[src/dsd_pkg.sv]
// constants and types shared by the data space decoder files
package dsd_pkg;
    localparam logic [15:0] DSD_GPR_TOP = 16'h001F;
    localparam logic [15:0] DSD_IO_BASE = 16'h0020;
    localparam logic [15:0] DSD_IO_TOP = 16'h005F;
    localparam logic [15:0] DSD_EXT_TOP = 16'h00FF;
    localparam logic [15:0] DSD_SRAM_BASE = 16'h0100;
    localparam logic [15:0] DSD_SRAM_TOP_S = 16'h01FF;
    localparam logic [15:0] DSD_SRAM_TOP_L = 16'h02FF;
    localparam int DSD_SRAM_BYTES_S = 256;
    localparam int DSD_SRAM_BYTES_L = 512;
    localparam int DSD_GPR_COUNT = 32;
    localparam int DSD_FLASH_WORDS_S = 4096;
    localparam int DSD_FLASH_WORDS_L = 8192;
    localparam int DSD_PC_W_S = 11;
    localparam int DSD_PC_W_L = 12;
    localparam logic [15:0] DSD_PM_TOP_S = 16'h07FF;
    localparam logic [15:0] DSD_PM_TOP_L = 16'h0FFF;
    localparam logic [5:0] DSD_BIT_SHORT_TOP = 6'h1F;
    localparam logic [5:0] DSD_SCRATCH_SHORT0 = 6'h1C;
    localparam logic [5:0] DSD_SCRATCH_SHORT1 = 6'h1D;
    localparam logic [5:0] DSD_SCRATCH_SHORT2 = 6'h1E;
    localparam logic [7:0] DSD_SCRATCH_RST = 8'h00;
    localparam logic [7:0] DSD_GPR_RST = 8'h00;
    localparam logic [4:0] DSD_PTR_X_LO = 5'h1A;
    localparam logic [4:0] DSD_PTR_Y_LO = 5'h1C;
    localparam logic [4:0] DSD_PTR_Z_LO = 5'h1E;
    localparam int DSD_SRAM_CYCLES = 2;

    typedef enum logic [3:0] {
        OP_LOAD, OP_STORE, OP_PORT_IN, OP_PORT_OUT, OP_SET_PORT_BIT, OP_CLEAR_PORT_BIT,
        OP_SKIP_PORT_SET, OP_SKIP_PORT_CLR, OP_SKIP_REG_SET, OP_SKIP_REG_CLR, OP_PM_LOAD
    } dsd_op_e;
    typedef enum logic [2:0] {AM_DIRECT, AM_INDIRECT, AM_DISP, AM_PREDEC, AM_POSTINC} dsd_mode_e;
    typedef enum logic [1:0] {PTR_X, PTR_Y, PTR_Z} dsd_ptr_e;
    typedef enum logic [2:0] {RG_GPR, RG_IO, RG_EXT, RG_SRAM, RG_NONE} dsd_region_e;
endpackage

[src/dsd_sram_if.sv]
// port bundle between the decoder and its sram
`timescale 1ns/1ps
interface dsd_sram_if #(parameter int AW = 8);
    logic en;
    logic we;
    logic [AW-1:0] addr;
    logic [7:0] wdata;
    logic [7:0] rdata;
    modport ctrl (output en, output we, output addr, output wdata, input rdata);
    modport mem (input en, input we, input addr, input wdata, output rdata);
endinterface

[src/dsd_decoder.sv]
// data space and program memory address decoder
`timescale 1ns/1ps
module dsd_decoder #(
    parameter bit LARGE = 1'b0,
    parameter int PC_W = LARGE ? dsd_pkg::DSD_PC_W_L : dsd_pkg::DSD_PC_W_S
) (
    input wire logic sys_clk,
    input wire logic rst,
    input wire logic req_valid,
    output logic req_ready,
    input wire dsd_pkg::dsd_op_e req_op,
    input wire dsd_pkg::dsd_mode_e req_mode,
    input wire dsd_pkg::dsd_ptr_e req_ptr,
    input wire logic [5:0] req_disp,
    input wire logic [15:0] req_direct,
    input wire logic [5:0] req_short,
    input wire logic [2:0] req_bit,
    input wire logic [4:0] req_reg,
    output logic done,
    output logic [7:0] rd_data,
    output logic skip,
    input wire logic [PC_W-1:0] program_counter,
    output logic [PC_W-1:0] flash_addr,
    input wire logic [15:0] flash_rdata,
    output logic [7:0] io_addr,
    output logic io_re,
    output logic io_we,
    output logic [7:0] io_wdata,
    input wire logic [7:0] io_rdata
);
    import dsd_pkg::*;

    localparam int SRAM_BYTES = LARGE ? DSD_SRAM_BYTES_L : DSD_SRAM_BYTES_S;
    localparam int SRAM_AW = $clog2(SRAM_BYTES);
    localparam logic [15:0] SRAM_TOP = LARGE ? DSD_SRAM_TOP_L : DSD_SRAM_TOP_S;
    localparam logic [15:0] PM_TOP = LARGE ? DSD_PM_TOP_L : DSD_PM_TOP_S;
    localparam int FLASH_WORDS = LARGE ? DSD_FLASH_WORDS_L : DSD_FLASH_WORDS_S;
    localparam logic [1:0] SCR_NONE = 2'h3;

    typedef enum logic [1:0] {ST_IDLE, ST_SRAM, ST_FLASH} dsd_state_e;

    dsd_state_e state_r;
    logic [7:0] gpr_r [DSD_GPR_COUNT];
    logic [7:0] scratch_r [3];
    logic [4:0] reg_r;
    logic byte_r;
    logic [PC_W-1:0] flash_addr_r;
    logic done_r;
    logic [7:0] rd_data_r;
    logic skip_r;

    logic take;
    logic mem_op;
    logic is_write;
    logic is_rmw;
    logic bit_op;
    logic bit_ok;
    logic [15:0] base;
    logic [15:0] eff;
    logic [15:0] sram_off;
    logic ptr_upd;
    logic [15:0] ptr_new;
    dsd_region_e eff_region;
    logic [1:0] scr;
    logic acc_io;
    logic [7:0] rd_mux;
    logic [7:0] wv;
    logic [7:0] mask;
    logic [15:0] z_ptr;

    dsd_sram_if #(.AW(SRAM_AW)) sbus ();

    function automatic logic [4:0] ptr_lo(input dsd_ptr_e p);
        if (p == PTR_X)
            ptr_lo = DSD_PTR_X_LO;
        else if (p == PTR_Y)
            ptr_lo = DSD_PTR_Y_LO;
        else
            ptr_lo = DSD_PTR_Z_LO;
    endfunction

    function automatic logic [15:0] ptr_value(input dsd_ptr_e p);
        logic [4:0] i;
        i = ptr_lo(p);
        ptr_value = {gpr_r[5'(i + 5'h01)], gpr_r[i]};
    endfunction

    function automatic logic [15:0] to_long(input logic [5:0] s);
        to_long = {10'h000, s} + DSD_IO_BASE;
    endfunction

    function automatic dsd_region_e region_of(input logic [15:0] a);
        if (a <= DSD_GPR_TOP)
            region_of = RG_GPR;
        else if (a <= DSD_IO_TOP)
            region_of = RG_IO;
        else if (a <= DSD_EXT_TOP)
            region_of = RG_EXT;
        else if (a <= SRAM_TOP)
            region_of = RG_SRAM;
        else
            region_of = RG_NONE;
    endfunction

    function automatic logic [1:0] scratch_of(input logic [15:0] a);
        if (a == to_long(DSD_SCRATCH_SHORT0))
            scratch_of = 2'h0;
        else if (a == to_long(DSD_SCRATCH_SHORT1))
            scratch_of = 2'h1;
        else if (a == to_long(DSD_SCRATCH_SHORT2))
            scratch_of = 2'h2;
        else
            scratch_of = SCR_NONE;
    endfunction

    assign take = req_valid && (state_r == ST_IDLE);
    assign req_ready = (state_r == ST_IDLE);
    assign mem_op = !(req_op inside {OP_SKIP_REG_SET, OP_SKIP_REG_CLR, OP_PM_LOAD});
    assign is_rmw = (req_op == OP_SET_PORT_BIT) || (req_op == OP_CLEAR_PORT_BIT);
    assign bit_op = is_rmw || (req_op == OP_SKIP_PORT_SET) || (req_op == OP_SKIP_PORT_CLR);
    assign bit_ok = (req_short <= DSD_BIT_SHORT_TOP);
    assign is_write = (req_op == OP_STORE) || (req_op == OP_PORT_OUT) || is_rmw;
    assign mask = 8'h01 << req_bit;
    assign z_ptr = ptr_value(PTR_Z);

    // effective address and pointer side effects
    always_comb
    begin
        base = ptr_value(req_ptr);
        eff = base;
        ptr_upd = 1'b0;
        ptr_new = base;
        if (req_op == OP_LOAD || req_op == OP_STORE)
        begin
            case (req_mode)
                AM_DIRECT: eff = req_direct;
                AM_INDIRECT: eff = base;
                AM_DISP:
                begin
                    // the x pair has no displaced form, so it falls back to plain indirect
                    if (req_ptr != PTR_X)
                        eff = base + {10'h000, req_disp};
                end
                AM_PREDEC:
                begin
                    eff = base - 16'h0001;
                    ptr_upd = 1'b1;
                    ptr_new = eff;
                end
                AM_POSTINC:
                begin
                    eff = base;
                    ptr_upd = 1'b1;
                    ptr_new = base + 16'h0001;
                end
                default: eff = base;
            endcase
        end
        else if (mem_op)
        begin
            // short forms never pass 0x5F, so the extended area stays out of reach
            eff = to_long(req_short);
        end
    end

    assign eff_region = region_of(eff);
    assign scr = scratch_of(eff);
    assign sram_off = eff - DSD_SRAM_BASE;
    assign acc_io = take && mem_op && (eff_region == RG_IO || eff_region == RG_EXT) && (scr == SCR_NONE);

    always_comb
    begin
        case (eff_region)
            RG_GPR: rd_mux = gpr_r[eff[4:0]];
            RG_IO, RG_EXT: rd_mux = (scr != SCR_NONE) ? scratch_r[scr] : io_rdata;
            default: rd_mux = 8'h00;
        endcase
    end

    always_comb
    begin
        if (req_op == OP_SET_PORT_BIT)
            wv = rd_mux | mask;
        else if (req_op == OP_CLEAR_PORT_BIT)
            wv = rd_mux & ~mask;
        else
            wv = gpr_r[req_reg];
    end

    // peripheral strobes are combinational; read-modify-write reads and writes in one cycle
    assign io_addr = eff[7:0];
    assign io_wdata = wv;
    assign io_re = acc_io && (!is_write || is_rmw) && (!bit_op || bit_ok);
    assign io_we = acc_io && is_write && (!is_rmw || bit_ok);

    assign sbus.en = take && mem_op && (eff_region == RG_SRAM);
    assign sbus.we = is_write;
    assign sbus.addr = sram_off[SRAM_AW-1:0];
    assign sbus.wdata = wv;

    dsd_sram #(
        .DEPTH(SRAM_BYTES),
        .AW(SRAM_AW)
    ) u_sram (
        .sys_clk(sys_clk),
        .rst(rst),
        .bus(sbus)
    );

    always_ff @(posedge sys_clk or posedge rst)
    begin
        if (rst)
            state_r <= ST_IDLE;
        else
        begin
            case (state_r)
                ST_IDLE:
                begin
                    if (take && req_op == OP_PM_LOAD)
                        state_r <= ST_FLASH;
                    else if (sbus.en)
                        state_r <= ST_SRAM;
                end
                default: state_r <= ST_IDLE;
            endcase
        end
    end

    // flash word address: fetch follows the program counter unless a table read owns it
    always_ff @(posedge sys_clk or posedge rst)
    begin
        if (rst)
        begin
            flash_addr_r <= '0;
            byte_r <= 1'b0;
            reg_r <= 5'h00;
        end
        else
        begin
            if (take)
                reg_r <= req_reg;
            if (take && req_op == OP_PM_LOAD)
            begin
                flash_addr_r <= z_ptr[PC_W:1];
                byte_r <= z_ptr[0];
            end
            else if (state_r != ST_FLASH)
                flash_addr_r <= program_counter;
        end
    end
    assign flash_addr = flash_addr_r;

    // working registers; later writes in the block take precedence
    always_ff @(posedge sys_clk or posedge rst)
    begin
        if (rst)
        begin
            for (int i = 0; i < DSD_GPR_COUNT; i++)
                gpr_r[i] <= DSD_GPR_RST;
        end
        else
        begin
            if (take && ptr_upd)
            begin
                gpr_r[ptr_lo(req_ptr)] <= ptr_new[7:0];
                gpr_r[5'(ptr_lo(req_ptr) + 5'h01)] <= ptr_new[15:8];
            end
            if (take && (req_op == OP_LOAD || req_op == OP_PORT_IN) && eff_region != RG_SRAM)
                gpr_r[req_reg] <= rd_mux;
            if (take && mem_op && is_write && !is_rmw && eff_region == RG_GPR)
                gpr_r[eff[4:0]] <= wv;
            if (state_r == ST_SRAM && !sbus.we)
                gpr_r[reg_r] <= sbus.rdata;
            if (state_r == ST_FLASH)
                gpr_r[reg_r] <= byte_r ? flash_rdata[15:8] : flash_rdata[7:0];
        end
    end

    always_ff @(posedge sys_clk or posedge rst)
    begin
        if (rst)
        begin
            for (int i = 0; i < 3; i++)
                scratch_r[i] <= DSD_SCRATCH_RST;
        end
        else if (take && mem_op && is_write && scr != SCR_NONE && (!is_rmw || bit_ok))
            scratch_r[scr] <= wv;
    end

    always_ff @(posedge sys_clk or posedge rst)
    begin
        if (rst)
        begin
            done_r <= 1'b0;
            rd_data_r <= 8'h00;
            skip_r <= 1'b0;
        end
        else
        begin
            done_r <= 1'b0;
            skip_r <= 1'b0;
            if (state_r == ST_SRAM)
            begin
                done_r <= 1'b1;
                if (!sbus.we)
                    rd_data_r <= sbus.rdata;
            end
            else if (state_r == ST_FLASH)
            begin
                done_r <= 1'b1;
                rd_data_r <= byte_r ? flash_rdata[15:8] : flash_rdata[7:0];
            end
            else if (take && !(mem_op && eff_region == RG_SRAM) && req_op != OP_PM_LOAD)
            begin
                done_r <= 1'b1;
                if (req_op == OP_LOAD || req_op == OP_PORT_IN)
                    rd_data_r <= rd_mux;
                if (req_op == OP_SKIP_PORT_SET && bit_ok)
                    skip_r <= rd_mux[req_bit];
                else if (req_op == OP_SKIP_PORT_CLR && bit_ok)
                    skip_r <= !rd_mux[req_bit];
                else if (req_op == OP_SKIP_REG_SET)
                    skip_r <= gpr_r[req_reg][req_bit];
                else if (req_op == OP_SKIP_REG_CLR)
                    skip_r <= !gpr_r[req_reg][req_bit];
            end
        end
    end

    assign done = done_r;
    assign rd_data = rd_data_r;
    assign skip = skip_r;
endmodule // dsd_decoder

[src/dsd_sram.sv]
// internal data sram, registered read
`timescale 1ns/1ps
module dsd_sram #(
    parameter int DEPTH = 256,
    parameter int AW = 8
) (
    input wire logic sys_clk,
    input wire logic rst,
    dsd_sram_if.mem bus
);
    import dsd_pkg::*;

    logic [7:0] mem_r [DEPTH];

    always_ff @(posedge sys_clk)
    begin
        if (bus.en && bus.we)
        begin
            mem_r[bus.addr] <= bus.wdata;
        end
    end

    // read data lands one edge after the strobe
    always_ff @(posedge sys_clk or posedge rst)
    begin
        if (rst)
        begin
            bus.rdata <= 8'h00;
        end
        else if (bus.en && !bus.we)
        begin
            bus.rdata <= mem_r[bus.addr];
        end
    end
endmodule // dsd_sram

[config.mk]
export PLATFORM = sky130hd
export DESIGN_NAME = dsd_decoder
export DESIGN_NICKNAME = d
export VERILOG_FILES = /design/src/dsd_pkg.sv /design/src/dsd_sram_if.sv /design/src/dsd_decoder.sv /design/src/dsd_sram.sv
export SDC_FILE = /design/constraint.sdc
export NUM_CORES = 2
export LEC_CHECK = 0
export BUFFER_PORTS_ARGS = -buffer_cell sky130_fd_sc_hd__buf_4
export CAP_MARGIN = 20
export CORE_MARGIN = 2
export CORE_UTILIZATION = 35
export CTS_BUF_LIST = sky130_fd_sc_hd__clkbuf_8
export DETAILED_ROUTE_END_ITERATION = 16
export HOLD_SLACK_MARGIN = 0.08
export SYNTH_ARGS = -nofsm -noshare
export SYNTH_HDL_FRONTEND = slang
export SYNTH_SLANG_ARGS = --single-unit
[constraint.sdc]
create_clock -name sys_clk -period 33.8 [get_ports sys_clk]
set_input_delay 6.76 -clock sys_clk [delete_from_list [all_inputs] [get_ports sys_clk]]
set_output_delay 6.76 -clock sys_clk [all_outputs]
set_load 0.05 [all_outputs]
==> flow_summary.json <==
{
  "path_class": "in -> out",
  "rows": 204,
  "cp_slowest_cell": "or4_1",
  "fin_tns_setup_ns": 0,
  "synth.distinct_cells": 96,
  "synth_top_family_by_area": "multiplexers",
  "worstPathArrival_ns": 15.15,
  "async_reset_ff_share_pct": 13.4,
  "grt_util_all_layers_pct": 24.8,
  "cts_sinks": 2365,
  "utilization_pct": 39.3,
  "power.static_leakage_nw": 40.2,
  "rrSetupSlack_ns": 23.60,
  "cts_resized": 0,
  "syn2layout_area_growth_pct": 12.0,
  "setup_viol_count_final": 0,
  "ios": 123,
  "min_to": "u_sram.bus.rdata[4]$_DFFE_PP0P_",
  "wl_per_cell_microns": 32.8,
  "seq_area_frac_synth_pct": 64.2,
  "muxShareOfSynthArea_pct": 15.5,
  "grt-ovfl-total": 0,
  "cts_buffer_depth": 4,
  "min_path_cells": 2,
  "antenna_found_initial": 16,
  "post-cts-setup-buffers": 0,
  "rr_startpoint": "gpr_r[40]$_DFF_PP0_",
  "h-tree-depth": 5,
  "cp-start-kind": "input port",
  "final_common_cell": "edfxtp_1",
  "avgSynthCellArea_sq_um": 14.2,
  "powerDensity_nw_per_um2": 72.4,
  "max-vdd-ir-drop_mv": 0.0407,
  "path_common_cell": "buf_4",
  "grt_pass1_vias": 72100,
  "maxSlewViolCount": 0,
  "r2r_cells": 22,
  "die_h_microns": 560,
  "cts_made_buffers": 388,
  "wl_met1_mm": 156,
  "antenna_left": 0,
  "crit_required_ns": 27.04,
  "fin_skew_ns": 0.116,
  "dp_hpwl_mm": 249,
  "cts_tree": "done",
  "period_needed_ns": 21.91,
  "synth_area_sq_um": 108000,
  "wl_met3_mm": 45.6,
  "grt_pass1_wl_mm": 559,
  "synth_fa_ha_area_share_pct": 0.146,
  "clock.fmax_ghz": 0.0456,
  "ys.warnings.count": 0,
  "path_cells": "buf_4, mux2_2, mux2_2, ha_1, fa_1, a211oi_1, o21ai_1, nand4_1, o21ai_0, o31ai_4, inv_2, or4_1, or4_1, a2bb2oi_1, a31o_1, buf_4, o21ai_4, buf_4, buf_4",
  "end_kind": "primary output",
  "start_util_pct": 35.1,
  "remaining_drc_errors": 0,
  "clockRootBuffer": "clkbuf_8",
  "vias": 74600,
  "critical_path_peak_fanout": 34,
  "synth_ff_type": "edfxtp_1",
  "insertion_delay_ns": 1.04,
  "post-route-period-util_pct": 64.8,
  "yosys.area_share.simple_pct": 9.28,
  "design.core.area_sq_um": 308000,
  "cp.buffers_inverters": 5,
  "min_from": "u_sram.bus.rdata[4]$_DFFE_PP0P_",
  "synth_fp_nets": 7712,
  "grt_max_degree": 169,
  "vias_per_cell": 6.13,
  "clk_pin_slew_ns": 0.06,
  "status": "completed",
  "max_cap_viol_count": 0,
  "ys_ff_latch": 2365,
  "most-common-layout-cells": "edfxtp_1 (2048), nand2_1 (1046), nor2_1 (775), mux4_2 (617), clkbuf_8 (400)",
  "final_net_count": 7843,
  "worstReg2RegEnd": "gpr_r[184]$_DFF_PP0_",
  "cts_hold_buffers": 0,
  "hold_viol": 0,
  "die_w_microns": 560,
  "synth_compound_area_share_pct": 8.41,
  "wl_mm": 399,
  "hold_class": "reg -> reg",
  "gp_congestion": 1.02,
  "tightest_slew_ns": 1.38,
  "rsz0062_at_grt": "false",
  "dieArea_sq_um": 313000,
  "synth_xor_area_share_pct": 0.0972,
  "path_delay_family": "compound AO/OA/AOI/OAI gates",
  "final_layout_size_suffix_gt1_share_pct": 20.7,
  "synth_edf_count": 2048,
  "numPortBuffers": 122,
  "drt_pass1_iterations": 8,
  "drt_iter0_drc": 10900,
  "slew_headroom_pct": 7.97,
  "wl_met2_mm": 174,
  "synth_cells": 7617,
  "max_stage_delay_ns": 1.01,
  "maxUsedRoutingLayer": "met5"
}
## cell families after synthesis
kind of cell / after synthesis
flops: 2365
simple gates: 2377
xor+xnor: 12
fa+ha+maj: 12
buf+inv: 617
compound gates: 1345
mux: 889
## cell type report
cell class / instances / area [sq um]
Fill cell: 28700 / 187000
Inverter: 45 / 219
Timing Repair Buffer: 313 / 2550
Sequential cell: 2365 / 69400
Clock inverter: 275 / 1600
Clock buffer: 400 / 5510
Tap cell: 4120 / 5150
Antenna cell: 15 / 37.5
Multi-Input combinational cell: 4635 / 36500
## sequential cells by signal, summed over array words and instances, names as in the netlist
name and flops:
u_sram.mem_r 2048, gpr_r 256, reg_r 5, u_sram.bus.rdata 8, byte_r 1, skip 1
rd_data 8, scratch_r 24, flash_addr 11, done 1, state_r 2
## Yosys cell counts, types with 18 or more instances
| library cell | n | area share [%] |
|---|---|---|
| o22ai_1 | 56 | 0.32 |
| nand3_1 | 181 | 0.84 |
| inv_1 | 37 | 0.13 |
| a21oi_1 | 184 | 0.85 |
| a211o_1 | 32 | 0.26 |
| mux2_2 | 132 | 1.4 |
| o21a_1 | 18 | 0.13 |
| nand2b_1 | 37 | 0.21 |
| edfxtp_1 | 2048 | 57 |
| a22oi_1 | 175 | 1.2 |
| mux4_2 | 617 | 13 |
| buf_2 | 90 | 0.42 |
| a311oi_1 | 81 | 0.66 |
| buf_1 | 87 | 0.30 |
| o21ai_1 | 37 | 0.17 |
| nor2_1 | 777 | 2.7 |
| a221oi_1 | 23 | 0.19 |
| nand2_1 | 1059 | 3.7 |
| o21ai_0 | 217 | 1.0 |
| a211oi_1 | 43 | 0.30 |
| and3_1 | 85 | 0.49 |
| clkbuf_1 | 384 | 1.3 |
| nand4_1 | 23 | 0.13 |
| dfrtp_1 | 317 | 7.3 |
| o211ai_1 | 45 | 0.31 |
| mux2i_1 | 138 | 1.3 |
| a32oi_1 | 19 | 0.15 |
| a21o_1 | 27 | 0.19 |
| and2_1 | 31 | 0.18 |
| a31oi_1 | 249 | 1.4 |
| nor3_1 | 90 | 0.42 |
## worst register-to-register path, cell delays in order (launching register included)
cell and delay [ns]:
dfrtp_1 0.57, mux2_2 0.38, mux2_2 0.38, ha_1 0.27, fa_1 0.44, a211oi_1 0.40
o21ai_1 0.21, nand4_1 0.13, o21ai_0 0.16, o31ai_4 0.92, inv_2 0.38, or4_1 1.01
a2111oi_2 0.59, a21oi_1 0.14, a21o_1 0.22, mux2_2 0.28, o21ai_4 0.33, buf_4 0.41
buf_4 0.79, buf_4 0.83, buf_4 0.77, a22oi_1 0.31, a31oi_1 0.23
## worst max-delay path by stage
stage	start	end	cells past startpoint
floorplan	req_ptr[0]	io_wdata[5]	20
CTS	req_ptr[0]	io_wdata[1]	19
detailed placement	req_ptr[0]	io_wdata[1]	19
global route	req_ptr[0]	io_wdata[1]	19
finish	req_ptr[0]	io_wdata[1]	19
global placement	req_ptr[0]	io_wdata[1]	19
## routing by layer
metal  track usage [%]  vias to the layer above
met5                 0                        -
met4              12.6                       12
met3              6.88                     1199
met2              36.4                     5125
met1              33.4                    38200
li1                  -                    30100
## power breakdown
group	internal, mW	switching [mW]	leakage, nW
logic	0.749	1.68	14.1
clock network	1.20	1.19	3.99
registers	3.61	0.338	22.2
## stage by stage
stage	setup slack [ns]	area [sq um]	std cells	power [mW]	hold WS (ns)
2_1_floorplan	12.65	108000	7617	5.21	0.450
3_5_place_dp	12.20	114000	11500	6.32	0.474
3_3_place_gp	12.20	114000	11500	6.29	0.465
6_report	11.89	121000	12200	8.76	0.486
5_1_grt	11.68	121000	12200	8.98	0.511
4_1_cts	12.15	121000	12100	8.69	0.488
No activity file was read; power rests on OpenSTA's default activity.
